--- src/servo_status_pkg.sv ---
// Constants, register map and carrier types for the servo status output logic.
package servo_status_pkg;
    // Clock and timing.
    localparam int CLK_HZ = 50_000_000;
    localparam int MS_CYCLES = CLK_HZ / 1000;
    localparam int POWERUP_MS = 3000;
    localparam int POWERUP_CYCLES = POWERUP_MS * MS_CYCLES;
    // Speed-reached band is set * 0.05 + 20 r/min, i.e. set / 20 + 20.
    localparam int SPD_BAND_DIV = 20;
    localparam int SPD_BAND_OFS = 20;
    localparam logic [15:0] SPD_ALWAYS_MAX = 16'h0014;
    // Register indices on the plain register port.
    localparam logic [7:0] REG_CTRL = 8'h00;
    localparam logic [7:0] REG_INP_RANGE = 8'h01;
    localparam logic [7:0] REG_FWD_TL = 8'h02;
    localparam logic [7:0] REG_REV_TL = 8'h03;
    localparam logic [7:0] REG_ZSP_THR = 8'h04;
    localparam logic [7:0] REG_BRK_DLY = 8'h05;
    localparam logic [7:0] REG_STATUS = 8'h06;
    localparam logic [7:0] REG_SPD_LIM0 = 8'h08;
    localparam int NUM_SPD_LIM = 7;
    // Control register fields.
    localparam int CTRL_CODE_EN = 0;
    localparam int CTRL_WARN_FAULT = 1;
    localparam int CTRL_RT_EN = 2;
    localparam int CTRL_PIN0_LSB = 4;
    localparam int CTRL_PIN1_LSB = 6;
    localparam int CTRL_PIN2_LSB = 8;
    // Shared pin assignment codes.
    localparam logic [1:0] PIN_NATIVE = 2'h0;
    localparam logic [1:0] PIN_BRAKE = 2'h1;
    localparam logic [1:0] PIN_FAULT = 2'h2;
    localparam logic [1:0] PIN_WARN = 2'h3;
    // Reset values.
    localparam logic [15:0] CTRL_RST = 16'h0000;
    localparam logic [15:0] INP_RANGE_RST = 16'h0064;
    localparam logic [15:0] TL_RST = 16'h03E8;
    localparam logic [15:0] ZSP_THR_RST = 16'h0032;
    localparam logic [15:0] BRK_DLY_RST = 16'h0000;
    localparam logic [15:0] SPD_LIM_RST = 16'h0BB8;
    // Parameter error alarm number and the code it shows on the shared pins.
    localparam logic [7:0] PARAM_ERR_NUM = 8'h25;
    localparam logic [2:0] PARAM_ERR_ACD = 3'h1;

    // Motor feedback from the control loop.
    typedef struct packed {
        logic signed [15:0] motor_speed;
        logic signed [15:0] set_speed;
        logic signed [15:0] torque;
        logic [15:0] droop_abs;
    } drive_fb_t;

    // Analog limit inputs and their enables.
    typedef struct packed {
        logic [15:0] speed_lim;
        logic speed_lim_en;
        logic [15:0] torque_lim;
        logic torque_lim_en;
    } analog_lim_t;

    // Discrete status flags, also the low bits of the status register.
    typedef struct packed {
        logic powerup_done;
        logic param_err;
        logic ride_through;
        logic gain_switch;
        logic warning;
        logic brake;
        logic zero_speed;
        logic torque_lim;
        logic speed_lim;
        logic speed_reached;
        logic in_position;
        logic ready;
        logic fault_clear;
    } status_t;
endpackage : servo_status_pkg

--- src/servo_status_output.sv ---
// Discrete status output logic of the servo drive.
// Operation
// - Fault-clear output drops whenever any alarm is present.
// - Without alarm, fault-clear rises 2.5 s to 3.5 s after power-on.
// - With warning-on-fault mode set, warnings also drop fault-clear.
// - Ready rises once servo-on is given and the drive is ready.
// - In-position is high while droop pulses lie within the set range.
// - In-position stays low while servo is off.
// - Speed reached when within set speed * 0.05 + 20 r/min of set speed.
// - Set speed of 20 r/min or less keeps speed reached high.
// - Speed reached stays low with servo off or both start inputs off.
// - Speed limiting when speed meets internal limit one to seven or analog limit.
// - Speed limiting drops whenever servo-on turns off.
// - Torque limiting when torque meets forward, reverse or analog limit.
// - Zero speed high while speed is at or below the threshold, default 50.
// - Brake interlock drops at once on servo off or alarm; base hold on servo off lasts the brake delay.
// - Warning output is high while any warning is active.
// - Without warning, warning output drops 2.5 s to 3.5 s after power-on.
// - Fault code mode with alarm drives the alarm code on the shared pins.
// - Without alarm the shared pins carry their ordinary assigned signals.
// - Fault code mode with brake or fault-clear on a shared pin raises alarm 37.
// - Gain switch indication is high while the alternate gain set is used.
// - Ride-through indication is high when enabled and ride-through is active.
`timescale 1ns/1ns
module servo_status_output
    import servo_status_pkg::*;
#(
    parameter int POWERUP_CNT = POWERUP_CYCLES,
    parameter int MS_CNT = MS_CYCLES
) (
    input wire logic clk_sys_in,
    input wire logic rst_n_in,
    input wire logic [7:0] reg_addr_in,
    input wire logic [15:0] reg_wdata_in,
    input wire logic reg_wr_in,
    input wire logic reg_rd_in,
    output logic [15:0] reg_rdata_out,
    input wire logic servo_on_in,
    input wire logic fwd_start_in,
    input wire logic rev_start_in,
    input wire logic drive_ready_in,
    input wire logic alarm_in,
    input wire logic [2:0] alarm_code_in,
    input wire logic warning_in,
    input wire logic gain_select_in,
    input wire logic ride_through_in,
    input wire logic [2:0] speed_lim_sel_in,
    input wire drive_fb_t fb_in,
    input wire analog_lim_t analog_in,
    output logic fault_clear_out,
    output logic ready_out,
    output logic in_position_out,
    output logic speed_reached_out,
    output logic speed_limiting_out,
    output logic torque_limiting_out,
    output logic zero_speed_out,
    output logic brake_interlock_out,
    output logic base_hold_out,
    output logic warning_out,
    output logic gain_switch_active_out,
    output logic ride_through_active_out,
    output logic parameter_error_alarm_out,
    output logic [2:0] shared_pins_out
);
    typedef enum logic [1:0] {BRK_ENGAGED, BRK_RELEASED, BRK_HOLDOFF} brake_state_t;

    logic [15:0] ctrl;
    logic [15:0] inp_range;
    logic [15:0] fwd_tl;
    logic [15:0] rev_tl;
    logic [15:0] zsp_thr;
    logic [15:0] brk_dly;
    logic [15:0] spd_lim [NUM_SPD_LIM];
    logic [31:0] pwr_cnt;
    logic powerup_done;
    logic [31:0] ms_cnt;
    logic [15:0] hold_ms;
    brake_state_t brk_state;
    status_t next_st;
    logic [2:0] next_pins;
    logic alarm_any;
    logic param_err;
    logic [15:0] spd_mag;
    logic [15:0] set_mag;
    logic [15:0] trq_mag;
    logic [16:0] spd_err;
    logic [15:0] act_spd_lim;
    logic [15:0] act_trq_lim;
    logic [1:0] pin_sel [3];
    logic [2:0] pin_native;

    // Magnitude of a signed 16-bit value; -32768 maps to 0x8000.
    function automatic logic [15:0] mag(input logic signed [15:0] v);
        mag = v[15] ? 16'(-v) : 16'(v);
    endfunction : mag

    // Register writes from software.
    always_ff @(posedge clk_sys_in or negedge rst_n_in) begin
        if (!rst_n_in) begin
            ctrl <= CTRL_RST;
            inp_range <= INP_RANGE_RST;
            fwd_tl <= TL_RST;
            rev_tl <= TL_RST;
            zsp_thr <= ZSP_THR_RST;
            brk_dly <= BRK_DLY_RST;
            for (int i = 0; i < NUM_SPD_LIM; i++) begin
                spd_lim[i] <= SPD_LIM_RST;
            end
        end else if (reg_wr_in) begin
            case (reg_addr_in)
                REG_CTRL: ctrl <= reg_wdata_in;
                REG_INP_RANGE: inp_range <= reg_wdata_in;
                REG_FWD_TL: fwd_tl <= reg_wdata_in;
                REG_REV_TL: rev_tl <= reg_wdata_in;
                REG_ZSP_THR: zsp_thr <= reg_wdata_in;
                REG_BRK_DLY: brk_dly <= reg_wdata_in;
                default: begin
                    for (int i = 0; i < NUM_SPD_LIM; i++) begin
                        if (reg_addr_in == REG_SPD_LIM0 + 8'(i)) begin
                            spd_lim[i] <= reg_wdata_in;
                        end
                    end
                end
            endcase
        end
    end

    // Read data appears in the cycle after the read strobe; unmapped reads give zero.
    always_ff @(posedge clk_sys_in or negedge rst_n_in) begin
        if (!rst_n_in) begin
            reg_rdata_out <= 16'h0000;
        end else if (reg_rd_in) begin
            reg_rdata_out <= 16'h0000;
            case (reg_addr_in)
                REG_CTRL: reg_rdata_out <= ctrl;
                REG_INP_RANGE: reg_rdata_out <= inp_range;
                REG_FWD_TL: reg_rdata_out <= fwd_tl;
                REG_REV_TL: reg_rdata_out <= rev_tl;
                REG_ZSP_THR: reg_rdata_out <= zsp_thr;
                REG_BRK_DLY: reg_rdata_out <= brk_dly;
                REG_STATUS: reg_rdata_out <= {3'h0, powerup_done, param_err, ride_through_active_out,
                    gain_switch_active_out, warning_out, brake_interlock_out, zero_speed_out,
                    torque_limiting_out, speed_limiting_out, speed_reached_out, in_position_out,
                    ready_out, fault_clear_out};
                default: begin
                    for (int i = 0; i < NUM_SPD_LIM; i++) begin
                        if (reg_addr_in == REG_SPD_LIM0 + 8'(i)) begin
                            reg_rdata_out <= spd_lim[i];
                        end
                    end
                end
            endcase
        end else begin
            reg_rdata_out <= 16'h0000;
        end
    end

    // Power-on delay; fault-clear, ready, brake interlock and warning keep their defaults until it expires.
    always_ff @(posedge clk_sys_in or negedge rst_n_in) begin
        if (!rst_n_in) begin
            pwr_cnt <= 32'h0000_0000;
            powerup_done <= 1'b0;
        end else if (!powerup_done) begin
            pwr_cnt <= pwr_cnt + 32'h0000_0001;
            powerup_done <= (pwr_cnt >= 32'(POWERUP_CNT - 1));
        end
    end

    // Shared pin selections and the configuration conflict check.
    assign pin_sel[0] = ctrl[CTRL_PIN0_LSB +: 2];
    assign pin_sel[1] = ctrl[CTRL_PIN1_LSB +: 2];
    assign pin_sel[2] = ctrl[CTRL_PIN2_LSB +: 2];
    always_comb begin
        param_err = 1'b0;
        for (int i = 0; i < 3; i++) begin
            if (pin_sel[i] == PIN_BRAKE || pin_sel[i] == PIN_FAULT) begin
                param_err = ctrl[CTRL_CODE_EN];
            end
        end
    end
    assign alarm_any = alarm_in | param_err;

    // Magnitudes and active limits for the comparisons.
    assign spd_mag = mag(fb_in.motor_speed);
    assign set_mag = mag(fb_in.set_speed);
    assign trq_mag = mag(fb_in.torque);
    assign spd_err = (17'(fb_in.motor_speed) - 17'(fb_in.set_speed));
    always_comb begin
        act_spd_lim = spd_lim[NUM_SPD_LIM - 1];
        if (speed_lim_sel_in < 3'(NUM_SPD_LIM)) begin
            act_spd_lim = spd_lim[speed_lim_sel_in];
        end
        if (analog_in.speed_lim_en) begin
            act_spd_lim = analog_in.speed_lim;
        end
        act_trq_lim = fb_in.torque[15] ? rev_tl : fwd_tl;
        if (analog_in.torque_lim_en) begin
            act_trq_lim = analog_in.torque_lim;
        end
    end

    // Next value of every status flag, evaluated each cycle.
    always_comb begin
        logic [16:0] err_mag;
        logic [23:0] err_x;
        logic [23:0] band;
        err_mag = spd_err[16] ? 17'(-spd_err) : spd_err;
        err_x = 24'(err_mag) * 24'(SPD_BAND_DIV);
        band = 24'(set_mag) + 24'(SPD_BAND_DIV * SPD_BAND_OFS);
        next_st = '0;
        next_st.powerup_done = powerup_done;
        next_st.param_err = param_err;
        next_st.fault_clear = powerup_done && !alarm_any
            && !(ctrl[CTRL_WARN_FAULT] && warning_in);
        next_st.ready = servo_on_in && drive_ready_in && !alarm_any && powerup_done;
        next_st.in_position = servo_on_in && (fb_in.droop_abs <= inp_range);
        next_st.speed_reached = servo_on_in && (fwd_start_in || rev_start_in)
            && ((set_mag <= SPD_ALWAYS_MAX) || (err_x <= band));
        next_st.speed_lim = servo_on_in && (spd_mag >= act_spd_lim);
        next_st.torque_lim = trq_mag >= act_trq_lim;
        next_st.zero_speed = spd_mag <= zsp_thr;
        next_st.warning = !powerup_done || warning_in;
        next_st.gain_switch = gain_select_in;
        next_st.ride_through = ctrl[CTRL_RT_EN] && ride_through_in;
        next_st.brake = servo_on_in && !alarm_any && powerup_done;
    end

    // Shared pins carry the fault code during an alarm, else their assigned signals.
    assign pin_native = {next_st.ready, next_st.zero_speed, next_st.in_position};
    always_comb begin
        for (int i = 0; i < 3; i++) begin
            case (pin_sel[i])
                PIN_BRAKE: next_pins[i] = next_st.brake;
                PIN_FAULT: next_pins[i] = next_st.fault_clear;
                PIN_WARN: next_pins[i] = next_st.warning;
                default: next_pins[i] = pin_native[i];
            endcase
        end
        if (ctrl[CTRL_CODE_EN] && alarm_any) begin
            next_pins = alarm_in ? alarm_code_in : PARAM_ERR_ACD;
        end
    end

    // Registered status outputs, so none glitches between evaluations.
    always_ff @(posedge clk_sys_in or negedge rst_n_in) begin
        if (!rst_n_in) begin
            fault_clear_out <= 1'b0;
            ready_out <= 1'b0;
            in_position_out <= 1'b0;
            speed_reached_out <= 1'b0;
            speed_limiting_out <= 1'b0;
            torque_limiting_out <= 1'b0;
            zero_speed_out <= 1'b0;
            warning_out <= 1'b1;
            gain_switch_active_out <= 1'b0;
            ride_through_active_out <= 1'b0;
            parameter_error_alarm_out <= 1'b0;
            shared_pins_out <= 3'h0;
        end else begin
            fault_clear_out <= next_st.fault_clear;
            ready_out <= next_st.ready;
            in_position_out <= next_st.in_position;
            speed_reached_out <= next_st.speed_reached;
            speed_limiting_out <= next_st.speed_lim;
            torque_limiting_out <= next_st.torque_lim;
            zero_speed_out <= next_st.zero_speed;
            warning_out <= next_st.warning;
            gain_switch_active_out <= next_st.gain_switch;
            ride_through_active_out <= next_st.ride_through;
            parameter_error_alarm_out <= next_st.param_err;
            shared_pins_out <= next_pins;
        end
    end

    // Brake sequencing: the brake engages at once, and on a plain servo-off the
    // motor base stays energised for the brake delay so the load cannot drop.
    always_ff @(posedge clk_sys_in or negedge rst_n_in) begin
        if (!rst_n_in) begin
            brk_state <= BRK_ENGAGED;
            brake_interlock_out <= 1'b0;
            base_hold_out <= 1'b0;
            ms_cnt <= 32'h0000_0000;
            hold_ms <= 16'h0000;
        end else begin
            case (brk_state)
                BRK_ENGAGED: begin
                    base_hold_out <= 1'b0;
                    if (next_st.brake) begin
                        brk_state <= BRK_RELEASED;
                        brake_interlock_out <= 1'b1;
                    end
                end
                BRK_RELEASED: begin
                    if (!next_st.brake) begin
                        brake_interlock_out <= 1'b0;
                        ms_cnt <= 32'h0000_0000;
                        hold_ms <= brk_dly;
                        base_hold_out <= !alarm_any && (brk_dly != 16'h0000);
                        brk_state <= (!alarm_any && brk_dly != 16'h0000) ? BRK_HOLDOFF : BRK_ENGAGED;
                    end
                end
                BRK_HOLDOFF: begin
                    if (alarm_any || hold_ms == 16'h0000) begin
                        base_hold_out <= 1'b0;
                        brk_state <= BRK_ENGAGED;
                    end else if (ms_cnt >= 32'(MS_CNT - 1)) begin
                        ms_cnt <= 32'h0000_0000;
                        hold_ms <= hold_ms - 16'h0001;
                    end else begin
                        ms_cnt <= ms_cnt + 32'h0000_0001;
                    end
                end
                default: begin
                    brk_state <= BRK_ENGAGED;
                    brake_interlock_out <= 1'b0;
                    base_hold_out <= 1'b0;
                end
            endcase
        end
    end
endmodule : servo_status_output

--- config.mk ---
export PLATFORM = sky130hd
export DESIGN_NAME = servo_status_output
export DESIGN_NICKNAME = d
export VERILOG_FILES = /design/src/servo_status_pkg.sv /design/src/servo_status_output.sv
export SDC_FILE = /design/constraint.sdc
export NUM_CORES = 1
export LEC_CHECK = 0
export ABC_AREA = 1
export BUFFER_PORTS_ARGS = -buffer_cell sky130_fd_sc_hd__buf_2
export CORE_ASPECT_RATIO = 0.6
export CORE_UTILIZATION = 40
export CTS_CLUSTER_SIZE = 16
export DETAILED_ROUTE_END_ITERATION = 10
export PLACE_DENSITY = 0.64
export SLEW_MARGIN = 10
export SYNTH_ARGS = -nofsm -noshare
export SYNTH_HDL_FRONTEND = slang
export SYNTH_SLANG_ARGS = --single-unit
--- constraint.sdc ---
create_clock -name clk_sys_in -period 2.2 [get_ports clk_sys_in]
set_input_delay 0.22 -clock clk_sys_in [delete_from_list [all_inputs] [get_ports clk_sys_in]]
set_output_delay 0.22 -clock clk_sys_in [all_outputs]
set_load 0.03 [all_outputs]
==> impl_metrics.py <==
metrics = {
    "drt": {
        "wl_met2_um": 34200,
        "drc": 0,
        "dr.pass1.iters": 6,
        "wl_met1_um": 38400,
        "vias": 22500,
        "drt_iter0_drc": 2503,
        "totalWireLength_um": 82200,
        "viasPerCell": 5.39,
        "wl_met3_um": 7960,
        "dr.max_layer_used": "met5",
        "ant_nets": 0,
        "wl_per_cell_um": 19.7,
    },
    "clocking": {
        "clkSlewWorstSetupHoldPaths_ns": 0.06,
        "worstSkewPairLatency_ns": 0.57,
        "clockRootBuffer": "clkbuf_16",
        "clock_path_buffers": 3,
        "clock_sinks": 323,
        "cts_tree": "yes",
        "htreeDepth": 2,
        "numCtsBuffers": 35,
    },
    "global_routing": {
        "grt_remaining_overflow": 0,
        "grt_max_degree": 69,
        "grt_pass1_vias": 21600,
        "grt.total_usage_pct": 29.4,
        "antenna_found_initial": 5,
        "grt_pass1_wl_um": 125000,
    },
    "timing": {
        "slew_headroom_pct": 46.2,
        "setup_slack_ns": -1.90,
        "max_freq_ghz": 0.244,
        "hold_viol": 0,
        "finalCritPeriodShare_pct": 186,
        "clock-skew-final_ns": 0.0356,
        "period_needed_ns": 4.10,
        "fin_setup_tns_ns": -3.95,
        "rsz0062_at_grt": "yes",
        "setup_violations": 28,
        "slew_viol_final": 0,
        "hold-worst-slack_ns": 0.0299,
        "worst_slew_pin_slew_ns": 0.807,
    },
    "floorplanning": {
        "start_util_pct": 41.0,
        "die_w_um": 303,
        "dieArea_um2": 55300,
        "rows": 65,
        "io_pins": 172,
        "die_h_um": 183,
        "core_um2": 53100,
    },
    "critical_path": {
        "worstSetupStartpoint": "fb_in[48]",
        "cpLargestDelayFamily": "adder cells",
        "critical_path.max_stage_delay_ns": 0.39,
        "critPathArrivalTime_ns": 4.57,
        "reg2reg_to": "hold_ms[8]",
        "cp-endpoint": "speed_reached_out",
        "r2r_slack_ns": -0.12,
        "cp-end-kind": "flop",
        "cp_max_fo": 7,
        "cp_num_buf_inv": 5,
        "r2r-start": "ctrl[5]",
        "crit_required_ns": 2.67,
        "crit_type": "in -> reg",
        "crit_slowest_cell": "fa_2",
        "reg2regPathDepth": 15,
        "critical_path_depth": 34,
        "critPathLaunchType": "primary input",
    },
    "power": {
        "leakage_nw": 14.2,
        "powerDensity_nw_per_um2": 702,
        "ir_drop_mv": 0.467,
    },
    "logic_synthesis": {
        "synth_edf_count": 0,
        "ys_seq_area_share_pct": 37.5,
        "ys.flop_type": "dfrtp_1",
        "netlist_top_cells_area": "dfrtp_1 29%, nand2_1 12%, ha_1 8.3%",
        "yosysTopAreaCell": "dfrtp_1",
        "synth_common_cells": "674 x nand2_1, 330 x inv_1, 255 x dfrtp_1",
        "syn_nets": 3143,
        "synthCells": 2856,
        "synth-async-reset-ratio_pct": 100,
        "synth_top_area_share_pct": 29.3,
        "ys_ff_latch": 323,
        "ys_types": 72,
        "syn_area_um2": 21800,
        "yosysWarningCount": 0,
        "syn_area_per_cell_um2": 7.62,
        "yosysMostFrequentCell": "nand2_1",
    },
    "flow_run": {
        "cap_violations": 0,
    },
    "placed_design": {
        "hpwlAfterDp_um": 64100,
        "pre_cts_ws_ns": -2.79,
        "place_congestion": 1.03,
        "place_area_um2": 26500,
        "portBuffers": 171,
    },
    "final_layout": {
        "ff_latch_area_um2": 8170,
        "fillCellCount": 4886,
        "drive_gt1_share_pct": 31.1,
        "syn2layout_area_growth_pct": 35.2,
        "multiInputGateArea_um2": 12800,
        "layout.nets": 3727,
        "final_area_um2": 29400,
    },
    "run_status": {
        "outcome": "finished with violations",
        "violations": "negative setup slack",
    },
    "min_path": {
        "hold_depth": 3,
        "min-delay-start": "reg_rd_in",
        "hold_class": "in -> reg",
    },
}
[tightest hold or removal path, delay by kind of cell]
| family | cells | cell delay (ns) |
|---|---|---|
| AO/OA/AOI/OAI | 1 | 0.06 |
| buffers and inverters | 1 | 0.15 |
| AND/OR/NAND/NOR | 1 | 0.10 |
[area by class of cell]
cell class              count  area share, %
multi-input cells        2065           43.4
flip-flops and latches    323           27.8
repair buffers            659           17.3
inverters                 356           4.67
clock buffers              46           3.29
well taps                 703           2.99
clock inverters            17          0.540
diodes                      2         0.0170
[registers in the layout, summed over array words and instances, names as in the netlist, 2 cells and up]
name,cells
pwr_cnt,32
reg_rdata_out,16
brk_dly,16
shared_pins_out,3
spd_lim,112
inp_range,16
hold_ms,16
brk_state,2
ctrl,16
ms_cnt,32
zsp_thr,16
rev_tl,16
fwd_tl,16
[metal layers]
| layer | track usage, % | up-vias |
|---|---|---|
| met5 | 0 | - |
| met3 | 6.85 | 105 |
| met4 | 5.97 | 6 |
| met1 | 44.4 | 10800 |
| li1 | - | 10700 |
| met2 | 42.4 | 909 |
[worst min path at each step]
stage / to / slack (ns)
global route: speed_limiting_out / 0.005
finish: reg_rdata_out[14] / 0.03
detailed placement: ms_cnt[9] / 0.26
CTS: reg_rdata_out[13] / 0.008
global placement: ms_cnt[10] / 0.25
floorplan: base_hold_out / -0.08
[cell families after synthesis]
kind of cell    synth area share (%)
simple gates                    23.9
compound gates                  17.7
buf+inv                         8.59
flops                           37.5
fa+ha+maj                       8.57
xor+xnor                        3.69
other cells                   0.0172
[cell usage in the layout (no fill, tap or decap), types with 27 or more instances in the layout]
cell / instances
o21ai_0: 204
clkbuf_16: 36
buf_4: 415
nand3_2: 28
dfstp_2: 68
buf_2: 166
nor3_1: 33
o21ai_1: 143
xor2_1: 56
dfrtp_1: 255
nor2_2: 29
nand3_1: 90
ha_1: 120
o211ai_1: 27
inv_1: 315
inv_2: 35
a21oi_1: 132
nor2_1: 147
nand2_2: 52
nand4_1: 27
nand2_1: 647
[repair_timing]
action                                  in CTS  in global routing
setup buffers                               22                 27
hold buffers                                24                  0
cloned                                       3                  1
endpoints found under the hold margin       80                  0
gates resized for setup                    132                126
pin swaps                                   61                103
endpoints found under the setup margin      34                 40
[power breakdown]
group	total [mW]	internal (mW)	switching [mW]
Sequential	6.49	6.25	0.236
Combinational	8.24	3.85	4.39
Clock	5.91	3.26	2.65
[through the flow]
| step | instances | total power [mW] | util, % |
|---|---|---|---|
| after floorplan | 2856 | 10.4 | - |
| after global placement | 4037 | 13.4 | 49.9 |
| after detailed placement | 4037 | 13.6 | 49.9 |
| after CTS | 4149 | 20.1 | 54.1 |
| after global routing | 4170 | 21.9 | 55.4 |
| final | 4171 | 20.6 | 55.4 |
No activity file was read; power rests on OpenSTA's default activity.
